==> config.mk <==
export PLATFORM = sky130hd
export DESIGN_NAME = pll_mode_and_base_clock_select
export DESIGN_NICKNAME = d
export VERILOG_FILES = /design/src/hw/clkgen_pkg.sv /design/src/hw/pll_mode_and_base_clock_select.sv
export SDC_FILE = /design/constraint.sdc
export NUM_CORES = 1
export LEC_CHECK = 0
export BUFFER_PORTS_ARGS = -buffer_cell sky130_fd_sc_hd__clkbuf_2
export CORE_ASPECT_RATIO = 1.1
export CORE_MARGIN = 2
export CORE_UTILIZATION = 51
export CTS_BUF_LIST = sky130_fd_sc_hd__clkbuf_8 sky130_fd_sc_hd__clkbuf_16
export DETAILED_ROUTE_END_ITERATION = 8
export PLACE_DENSITY = 0.82
export RECOVER_POWER = 25
export SYNTH_ARGS = -nofsm -noshare
export SYNTH_HDL_FRONTEND = slang
export SYNTH_SLANG_ARGS = --single-unit
export TNS_END_PERCENT = 10
==> constraint.sdc <==
create_clock -name core_clk -period 3.1 [get_ports core_clk]
set_clock_uncertainty 0.1 [all_clocks]
set_input_delay 0.31 -clock core_clk [delete_from_list [all_inputs] [get_ports core_clk]]
set_output_delay 0.31 -clock core_clk [all_outputs]
set_load 0.01 [all_outputs]
==> src/hw/clkgen_pkg.sv <==
// shared constants for the clock generator control block
package clkgen_pkg;
	localparam int unsigned ADDR_W        = 12;
	localparam int unsigned DATA_W        = 32;
	// register indices; byte address is four times the index
	localparam logic [9:0]  IDX_SYNTH_CTRL = 10'h01c;
	localparam logic [9:0]  IDX_BW_CTRL    = 10'h01d;
	localparam logic [9:0]  IDX_MULT_RANGE = 10'h01e;
	// synth_control_reg fields
	localparam int unsigned CTL_IRQ_EN_BIT  = 7;
	localparam int unsigned CTL_FLAG_BIT    = 6;
	localparam int unsigned CTL_PWR_BIT     = 5;
	localparam int unsigned CTL_SRC_BIT     = 4;
	localparam logic [3:0]  CTL_UNUSED_ONES = 4'hf;
	// bandwidth_control_reg fields
	localparam int unsigned BW_AUTO_BIT     = 7;
	localparam int unsigned BW_LOCK_BIT     = 6;
	localparam int unsigned BW_TRACK_BIT    = 5;
	// pll_multiplier_range fields
	localparam int unsigned MULT_N_LSB      = 4;
	localparam int unsigned RANGE_L_LSB     = 0;
	localparam int unsigned FIELD_W         = 4;
	localparam logic [7:0]  MULT_RANGE_RST  = 8'h66;
	localparam logic [3:0]  N_ZERO          = 4'h0;
	localparam logic [3:0]  N_ONE           = 4'h1;
	localparam logic [3:0]  L_ZERO          = 4'h0;
	// nominal vco center frequency in Hz (4.9152 MHz)
	localparam int unsigned NOM_CENTER_HZ   = 4915200;
	localparam int unsigned CENTER_W        = 27;
	// edges of each source counted during a source change
	localparam logic [1:0]  SWITCH_EDGES    = 2'h3;
	// synchronised input slots
	localparam int unsigned NSYNC           = 4;
	localparam int unsigned SY_XTAL         = 0;
	localparam int unsigned SY_VCO          = 1;
	localparam int unsigned SY_LOCK         = 2;
	localparam int unsigned SY_TRACK        = 3;
	typedef enum logic [1:0] {
		SW_RUN,
		SW_DRAIN,
		SW_ARM
	} switch_state_t;
endpackage : clkgen_pkg

==> src/hw/pll_mode_and_base_clock_select.sv <==
// pll mode control, programming register and glitch-free base clock selector
//
// Function
// - acquisition mode shows tracking_select cleared
// - filter tracks unless in acquisition, or whenever tracking_select is set
// - automatic mode: lock detector switches acquisition and tracking by itself
// - automatic: tracking_select read-only, follows tracking/untracking tolerance
// - automatic: vco_in_tolerance read-only, follows lock/unlock tolerance
// - automatic: each lock toggle requests interrupt when synth_irq_enable is one
// - manual: tracking_select is writable and directly picks the filter mode
// - manual: lock indication disabled, no interrupt requests
// - programming register: upper nibble multiplier N, lower nibble range L
// - feedback divider divides vco clock by N
// - N of zero behaves as N of one
// - L of zero disables pll and forces crystal source
// - vco center frequency is L times 4.9152 MHz
// - source change waits three crystal edges and, while pll enabled, three vco edges; output held static
// - selected clock halved for base clock, quartered for bus clock
// - base_source_select picks source; refused while synth_power_on clear
// - clearing synth_power_on ignored while vco clock selected
// - one write cannot change both power-on and source select
// - lock_change_flag set on lock toggle, cleared by control register read
// - reset sets synth_power_on
// - reset and stop clear base_source_select
//
// The implementer's own choices: register access over APB and the register offsets.
`timescale 1ns/1ps
module pll_mode_and_base_clock_select (
	input  wire logic                                core_clk,
	input  wire logic                                rst_b,
	input  wire logic                                psel,
	input  wire logic                                penable,
	input  wire logic                                pwrite,
	input  wire logic [clkgen_pkg::ADDR_W-1:0]       paddr,
	input  wire logic [clkgen_pkg::DATA_W-1:0]       pwdata,
	output logic      [clkgen_pkg::DATA_W-1:0]       prdata,
	output logic                                     pready,
	output logic                                     pslverr,
	input  wire logic                                crystal_clock,
	input  wire logic                                vco_clock,
	input  wire logic                                lock_tol_in,
	input  wire logic                                track_tol_in,
	input  wire logic                                stop_req,
	output logic                                     base_clock_out,
	output logic                                     bus_clock_out,
	output logic                                     vco_feedback_out,
	output logic                                     pll_enable,
	output logic                                     filter_tracking,
	output logic      [clkgen_pkg::FIELD_W-1:0]      range_mult_out,
	output logic      [clkgen_pkg::CENTER_W-1:0]     vco_center_hz,
	output logic                                     synth_irq
);

	function automatic logic reg_hit(input logic [clkgen_pkg::ADDR_W-1:0] a,
	                                 input logic [9:0] idx);
		reg_hit = (a == {idx, 2'b00});
	endfunction : reg_hit

	// ---------------- input synchronisers ----------------
	logic [clkgen_pkg::NSYNC-1:0] raw_in;
	logic [clkgen_pkg::NSYNC-1:0] sy1_q;
	logic [clkgen_pkg::NSYNC-1:0] sy2_q;
	logic [clkgen_pkg::NSYNC-1:0] sy3_q;
	logic [clkgen_pkg::NSYNC-1:0] lvl_q;
	logic [clkgen_pkg::NSYNC-1:0] rise;

	assign raw_in = {track_tol_in, lock_tol_in, vco_clock, crystal_clock};

	genvar gi;
	generate
		for (gi = 0; gi < clkgen_pkg::NSYNC; gi++) begin : g_sync
			always_ff @(posedge core_clk or negedge rst_b) begin
				if (!rst_b) begin
					sy1_q[gi] <= 1'b0;
					sy2_q[gi] <= 1'b0;
					sy3_q[gi] <= 1'b0;
					lvl_q[gi] <= 1'b0;
				end else begin
					sy1_q[gi] <= raw_in[gi];
					sy2_q[gi] <= sy1_q[gi];
					sy3_q[gi] <= sy2_q[gi];
					if (sy2_q[gi] == sy3_q[gi]) begin
						lvl_q[gi] <= sy3_q[gi];
					end
				end
			end
			assign rise[gi] = (sy2_q[gi] == sy3_q[gi]) && sy3_q[gi] && !lvl_q[gi];
		end
	endgenerate

	logic xtal_rise;
	logic vco_rise;
	assign xtal_rise = rise[clkgen_pkg::SY_XTAL];
	assign vco_rise  = rise[clkgen_pkg::SY_VCO];

	// ---------------- registers ----------------
	logic       irq_en_q;
	logic       flag_q;
	logic       pwr_q;
	logic       src_q;
	logic       auto_q;
	logic       lock_q;
	logic       track_auto_q;
	logic       track_man_q;
	logic [7:0] mult_range_q;
	logic       rd_ack_q;

	logic       access;
	logic       wr_done;
	logic       rd_done;
	logic       hit_ctl;
	logic       hit_bw;
	logic       hit_mr;
	logic       mapped;
	logic [3:0] n_raw;
	logic [3:0] l_raw;
	logic [3:0] n_eff;
	logic       l_zero;
	logic       track_sel;

	assign access  = psel && penable;
	assign hit_ctl = reg_hit(paddr, clkgen_pkg::IDX_SYNTH_CTRL);
	assign hit_bw  = reg_hit(paddr, clkgen_pkg::IDX_BW_CTRL);
	assign hit_mr  = reg_hit(paddr, clkgen_pkg::IDX_MULT_RANGE);
	assign mapped  = hit_ctl || hit_bw || hit_mr;
	// a transfer completes on the edge where pready is already high
	assign wr_done = access && rd_ack_q && pwrite;
	assign rd_done = access && rd_ack_q && !pwrite;

	assign n_raw  = mult_range_q[clkgen_pkg::MULT_N_LSB +: clkgen_pkg::FIELD_W];
	assign l_raw  = mult_range_q[clkgen_pkg::RANGE_L_LSB +: clkgen_pkg::FIELD_W];
	assign n_eff  = (n_raw == clkgen_pkg::N_ZERO) ? clkgen_pkg::N_ONE : n_raw;
	assign l_zero = (l_raw == clkgen_pkg::L_ZERO);

	// automatic mode reports the detector, manual mode the written value
	assign track_sel = auto_q ? track_auto_q : track_man_q;

	// one wait state: read data is captured on the same edge that raises pready
	always_ff @(posedge core_clk or negedge rst_b) begin
		if (!rst_b) begin
			rd_ack_q <= 1'b0;
		end else begin
			rd_ack_q <= access && !rd_ack_q;
		end
	end

	always_ff @(posedge core_clk or negedge rst_b) begin
		if (!rst_b) begin
			prdata  <= '0;
			pslverr <= 1'b0;
		end else if (access && !rd_ack_q) begin
			prdata  <= '0;
			pslverr <= !mapped;
			if (!pwrite && hit_ctl) begin
				prdata[clkgen_pkg::CTL_IRQ_EN_BIT] <= irq_en_q && auto_q;
				prdata[clkgen_pkg::CTL_FLAG_BIT]   <= flag_q && auto_q;
				prdata[clkgen_pkg::CTL_PWR_BIT]    <= pwr_q;
				prdata[clkgen_pkg::CTL_SRC_BIT]    <= src_q;
				prdata[3:0]                        <= clkgen_pkg::CTL_UNUSED_ONES;
			end else if (!pwrite && hit_bw) begin
				prdata[clkgen_pkg::BW_AUTO_BIT]  <= auto_q;
				prdata[clkgen_pkg::BW_LOCK_BIT]  <= lock_q && auto_q;
				prdata[clkgen_pkg::BW_TRACK_BIT] <= track_sel;
			end else if (!pwrite && hit_mr) begin
				prdata[7:0] <= mult_range_q;
			end
		end else begin
			pslverr <= 1'b0;
		end
	end

	assign pready = rd_ack_q;

	// mode bits and programming register
	always_ff @(posedge core_clk or negedge rst_b) begin
		if (!rst_b) begin
			auto_q       <= 1'b0;
			track_man_q  <= 1'b0;
			irq_en_q     <= 1'b0;
			mult_range_q <= clkgen_pkg::MULT_RANGE_RST;
		end else if (wr_done) begin
			if (hit_bw) begin
				auto_q <= pwdata[clkgen_pkg::BW_AUTO_BIT];
				// manual value is kept while in automatic mode
				if (!auto_q) begin
					track_man_q <= pwdata[clkgen_pkg::BW_TRACK_BIT];
				end
			end
			if (hit_ctl && auto_q) begin
				irq_en_q <= pwdata[clkgen_pkg::CTL_IRQ_EN_BIT];
			end
			if (hit_mr) begin
				mult_range_q <= pwdata[7:0];
			end
		end
	end

	// power-on and source select interlocks
	always_ff @(posedge core_clk or negedge rst_b) begin
		if (!rst_b) begin
			pwr_q <= 1'b1;
			src_q <= 1'b0;
		end else begin
			if (stop_req || l_zero) begin
				src_q <= 1'b0;
			end else if (wr_done && hit_ctl) begin
				if (pwdata[clkgen_pkg::CTL_PWR_BIT] != pwr_q) begin
					// a power change blocks any source change in the same write
					if (!src_q) begin
						pwr_q <= pwdata[clkgen_pkg::CTL_PWR_BIT];
					end
				end else if (pwr_q || !pwdata[clkgen_pkg::CTL_SRC_BIT]) begin
					src_q <= pwdata[clkgen_pkg::CTL_SRC_BIT];
				end
			end
		end
	end

	// lock detector status, flag and interrupt
	logic lock_in;
	logic track_in;
	assign lock_in  = lvl_q[clkgen_pkg::SY_LOCK];
	assign track_in = lvl_q[clkgen_pkg::SY_TRACK];

	always_ff @(posedge core_clk or negedge rst_b) begin
		if (!rst_b) begin
			lock_q       <= 1'b0;
			track_auto_q <= 1'b0;
		end else if (auto_q) begin
			lock_q       <= lock_in && pll_enable;
			track_auto_q <= track_in && pll_enable;
		end else begin
			lock_q       <= 1'b0;
			track_auto_q <= 1'b0;
		end
	end

	logic lock_toggle;
	assign lock_toggle = auto_q && ((lock_in && pll_enable) != lock_q);

	always_ff @(posedge core_clk or negedge rst_b) begin
		if (!rst_b) begin
			flag_q <= 1'b0;
		end else if (lock_toggle) begin
			flag_q <= 1'b1; // set wins over read clear
		end else if (rd_done && hit_ctl) begin
			flag_q <= 1'b0;
		end
	end

	always_ff @(posedge core_clk or negedge rst_b) begin
		if (!rst_b) begin
			synth_irq <= 1'b0;
		end else begin
			synth_irq <= flag_q && irq_en_q && auto_q;
		end
	end

	// ---------------- pll controls ----------------
	always_ff @(posedge core_clk or negedge rst_b) begin
		if (!rst_b) begin
			pll_enable      <= 1'b0;
			filter_tracking <= 1'b0;
			range_mult_out  <= '0;
			vco_center_hz   <= '0;
		end else begin
			pll_enable      <= pwr_q && !l_zero;
			filter_tracking <= track_sel;
			range_mult_out  <= l_raw;
			vco_center_hz   <= clkgen_pkg::CENTER_W'(l_raw)
			                   * clkgen_pkg::CENTER_W'(clkgen_pkg::NOM_CENTER_HZ);
		end
	end

	// feedback divider counts vco edges modulo N
	logic [3:0] fb_cnt_q;
	always_ff @(posedge core_clk or negedge rst_b) begin
		if (!rst_b) begin
			fb_cnt_q         <= '0;
			vco_feedback_out <= 1'b0;
		end else if (!pll_enable) begin
			fb_cnt_q         <= '0;
			vco_feedback_out <= 1'b0;
		end else begin
			// one-cycle pulse so each Nth vco edge is seen once downstream
			vco_feedback_out <= vco_rise && (fb_cnt_q >= n_eff - 4'h1);
			if (vco_rise) begin
				fb_cnt_q <= (fb_cnt_q >= n_eff - 4'h1) ? '0 : fb_cnt_q + 4'h1;
			end
		end
	end

	// ---------------- glitch-free source switch ----------------
	clkgen_pkg::switch_state_t sw_q;
	logic       cur_src_q;
	logic       want_src;
	logic [1:0] xcnt_q;
	logic [1:0] vcnt_q;
	logic       old_rise;
	logic       new_rise;

	assign want_src = src_q && pll_enable;
	assign old_rise = cur_src_q ? vco_rise : xtal_rise;
	assign new_rise = want_src ? vco_rise : xtal_rise;

	always_ff @(posedge core_clk or negedge rst_b) begin
		if (!rst_b) begin
			sw_q      <= clkgen_pkg::SW_RUN;
			cur_src_q <= 1'b0;
			xcnt_q    <= '0;
			vcnt_q    <= '0;
		end else begin
			case (sw_q)
				clkgen_pkg::SW_RUN: begin
					xcnt_q <= '0;
					vcnt_q <= '0;
					// old gate closes on an edge of the old source, or at once while the pll is disabled
					if (want_src != cur_src_q && (old_rise || !pll_enable)) begin
						sw_q <= clkgen_pkg::SW_DRAIN;
					end
				end
				clkgen_pkg::SW_DRAIN: begin
					if (xtal_rise && xcnt_q != clkgen_pkg::SWITCH_EDGES) begin
						xcnt_q <= xcnt_q + 2'h1;
					end
					if (vco_rise && vcnt_q != clkgen_pkg::SWITCH_EDGES) begin
						vcnt_q <= vcnt_q + 2'h1;
					end
					// a vco stopped with the pll disabled cannot hold the switch forever
					if (xcnt_q == clkgen_pkg::SWITCH_EDGES
					    && (vcnt_q == clkgen_pkg::SWITCH_EDGES || !pll_enable)) begin
						sw_q <= clkgen_pkg::SW_ARM;
					end
				end
				clkgen_pkg::SW_ARM: begin
					if (new_rise) begin
						cur_src_q <= want_src;
						sw_q      <= clkgen_pkg::SW_RUN;
					end
				end
				default: begin
					sw_q <= clkgen_pkg::SW_RUN;
				end
			endcase
		end
	end

	logic cur_rise;
	assign cur_rise = cur_src_q ? vco_rise : xtal_rise;

	always_ff @(posedge core_clk or negedge rst_b) begin
		if (!rst_b) begin
			base_clock_out <= 1'b0;
			bus_clock_out  <= 1'b0;
		end else if (sw_q == clkgen_pkg::SW_RUN && cur_rise) begin
			base_clock_out <= !base_clock_out;
			if (!base_clock_out) begin
				bus_clock_out <= !bus_clock_out;
			end
		end
	end

endmodule : pll_mode_and_base_clock_select

==> metrics.md <==
| Metric | Value |
|---|---|
| Fillers | slightly above 600 |
| Final Cycle Share | 0.872 |
| Post-CTS Resized | 0 |
| Netlist cell types | 54 |
| Placed cell area | around 4000 um2 |
| Total Die Area | 8030 um2 |
| CTS Buf Count | 9 |
| Root Buffer | clkbuf_8 |
| Max-cap violations | 0 |
| Routed length per placed instance | roughly 14 um |
| Register bit total from synthesis | 73 |
| Switching Power | between 0.4 and 0.5 mW |
| CP Data Arrival Time | 2800 ps |
| Comb power frac | 0.078 |
| Mean post-synth cell area | about 11 um2 |
| Tot GR Track Use | 0.193 |
| Nets@finish | between 400 and 500 |
| Share of post-route cells with drive strength above 1 | 0.252 |
| Met2 wire length | between 3 and 4 mm |
| GP Congestion | a little over 0.8 |
| Status | finished, final reports clean |
| Finished Layout Cells | roughly 510 |
| Final setup viols | 0 |
| Clk buf depth | 2 |
| Highest metal used | met4 |
| CTS tree | yes |
| CP Cell Sequence | inv_1, ha_1, inv_1, fa_1, inv_1, ha_1, a21o_1, a21oi_1, nand2b_1, o311ai_0 |
| Critical Path Most Common Cell | inv_1 |
| Hold Path Class | in2reg |
| Synthesis Warnings | 0 |
| Hpwl dp | approximately 5.3 mm |
| CP max stage cell | dfstp_2 |
| Post-synthesis sequential area ratio | 0.490 |
| Initial antenna violation count | 0 |
| Crit path capture type | flop |
| WP data required | between 3000 and 4000 ps |
| Routed WL | between 7 and 8 mm |
| Max stage delay on crit path | around 530 ps |
| Port bufs | 60 |
| Crit path to | vco_center_hz[24]$_DFF_PN0_ |
| Nature of the critical path startpoint | flop |
| Worst r2r src | mult_range_q[2]$_DFFE_PN1P_ |
| Synth Cell Area | 3740 um2 |
| Flop pwr share | 0.524 |
| Fin crit period | around 2700 ps |
| Slew Viols, Final | 0 |
| Crit Path Max Fanout | 5 |
| Max Freq | roughly 370 MHz |
| Fin. Hold Viols | 0 |
| Worst Tran Pin Value | ~1300 ps |
| Worst reg2reg setup slack | 400 ps |
| Clock transition at the registers of the reported paths | around 70 ps |
| DRT met1 WL | a little over 3 mm |
| FFs w/ async S/R, synth | 1.00 |
| Clock power frac | 0.398 |
| Mux share of post-synthesis cell area | 0.0478 |
| Antenna Nets Post-Route | 0 |
| Grt ovf | 0 |
| Clk sinks | 73 |
| Starting Density | 0.531 |
| Hold_buf cts | 5 |
| Layout area overhead | 13.5% |
| Routed wl met3 | 462 um |
| R2R Path End | vco_center_hz[24]$_DFF_PN0_ |
| LEAKAGE | between 2 and 2.5 nW |
| Clk_lat worst skew | approximately 350 ps |
| Die Height | ~94 um |
| Depth of the worst register-to-register path | 10 |
| Post-Synthesis Cells | around 350 |
| Xor and xnor fraction of the mapped netlist area | 0.0187 |
| TritonRoute pass-1 iters | 4 |
| RSZ-0062 raised after global routing | no |
| Largest family of logic cells by synthesized area | simple AND/OR/NAND/NOR gates |
| I/O pin cnt | between 100 and 150 |
| Main synth FF type | dfrtp_1 |
| VDD IR-drop max | around 0.00023 V |
| Power per cell area | 452 nW/um2 |
| Count of flip-flops with a built-in enable after synthesis | 0 |
| Largest net degree at the start of global routing | 28 |
| H-tree depth | 3 |
| Vias in the first global route | 2586 |
| Commonest non-fill, non-tap cell in the layout | dfrtp_1 |
| Pwr Total | approximately 1.9 mW |
| Vias per cell | 5.32 |
| Global-route wire length before repair | 12.0 mm |
| Placed cell count | around 490 |
| DR vias | roughly 2700 |
| Cell Int Power | 1.47 mW |
| Compound-Gate Fraction of Synth Area | 0.115 |
| Post-CTS setup buffers | 0 |
| Adder-cell share of the synthesized area | 0.0877 |
| Core area | approximately 7000 um2 |
| DRT iter0 DRCs | 131 |
| Crit path kind | reg2reg |
| Ant diodes | 0 |
| Rel. slew slack | 0.137 |
| Post-route cell area | 4240 um2 |
| Synth Area in Simple Gates | 0.130 |
| Die X-Extent | roughly 86 um |
| Setup TNS | 0 ps |
| Critical Path Start | mult_range_q[2]$_DFFE_PN1P_ |
| DRC viols | 0 |
| Most frequent cells in the layout | dfrtp_1, clkbuf_2, conb_1 |
| Switch share | 0.233 |
| Site Rows | 32 |
==> worst min-delay path by stage <==
stage	endpoint	depth (start not counted)	from	slack, ps
global placement	fb_cnt_q[2]$_DFFE_PN0P_	1	rst_b	220
floorplan	auto_q$_DFFE_PN0P_	0	rst_b	-90
global route	mult_range_q[0]$_DFFE_PN0P_	2	pwdata[0]	80
CTS	mult_range_q[0]$_DFFE_PN0P_	2	pwdata[0]	80
finish	mult_range_q[0]$_DFFE_PN0P_	2	pwdata[0]	90
detailed placement	vco_feedback_out$_DFF_PN0_	1	rst_b	220
==> synthesized netlist by cell type (all sizes together) (4+ instances only) <==
library cell	instances	share of area
dfrtp	68	0.46
buf	42	0.084
nand2	24	0.024
o21ai	24	0.032
ha	23	0.077
inv	17	0.017
mux2	15	0.045
a21oi	14	0.019
nor2	13	0.013
nor3	7	0.0094
clkbuf	6	0.0060
dfstp	5	0.035
nand2b	5	0.0084
nor2b	5	0.0084
xnor2	5	0.012
a22o	4	0.0094
and3	4	0.0067
nand3	4	0.0054
nor4	4	0.011
o2111ai	4	0.0094
or2	4	0.0067
or3	4	0.0080
==> final cells by class <==
type / count / area (um2) / area share
sequential: 73 / 1830 / 0.432
multi-input combinational: 244 / 1650 / 0.388
timing repair buffer: 69 / 379 / 0.0893
clock buffer: 12 / 165 / 0.0389
tap: 85 / 106 / 0.0251
inverter: 19 / 71.3 / 0.0168
clock inverter: 4 / 42.5 / 0.0100
==> cells by family (layout without fill, tap and decap cells) <==
kind of cell | Yosys count | after routing
flip-flops | 73 | 73
multiplexers | 16 | 16
buffers and inverters | 67 | 104
AND/OR/NAND/NOR | 86 | 86
adder cells (fa/ha/maj) | 26 | 26
XOR/XNOR | 8 | 8
AO/OA/AOI/OAI | 68 | 68
other | 1 | 40
==> state kept, by name, summed over array words and instances, names as in the netlist, 2 cells and up <==
register,flops
range_mult_out,4
fb_cnt_q,4
sy2_q,4
lvl_q,2
sw_q,2
sy1_q,4
mult_range_q,8
prdata,8
xcnt_q,2
vco_center_hz,10
sy3_q,4
vcnt_q,2
==> layer usage <==
| layer | GRT usage | up-vias |
|---|---|---|
| met2 | 0.316 | 91 |
| met1 | 0.242 | 1309 |
| met5 | 0 | - |
| met3 | 0.0527 | 10 |
| met4 | 0.0767 | 0 |
| li1 | - | 1282 |
==> power groups by stage <==
stage	Sequential [mW]	Clock, mW	Combinational (mW)
6_report	1.01	0.763	0.150
3_5_place_dp	1.02	0	0.147
2_1_floorplan	1.03	0	0.103
5_1_grt	1.01	0.827	0.170
3_3_place_gp	1.02	0	0.143
4_1_cts	1.01	0.783	0.153
==> worst max-delay path, delay by kind of cell (launching register included) <==
family                     cells  cell delay (ps)
DFF                            1              530
adders and majority gates      3             1030
and+or+nand+nor                1              160
AOI/OAI and AO/OA              3              530
buffers and inverters          3              200
==> per-stage QoR <==
step                 util  setup slack, ps  hold WS, ps
floorplan               -              500        -85.6
global placement    0.566              448          217
detailed placement  0.566              406          222
CTS                 0.602              384         76.2
global route        0.602              211         77.5
finish              0.602              397         89.9
Power figures use the tool's default switching activity.
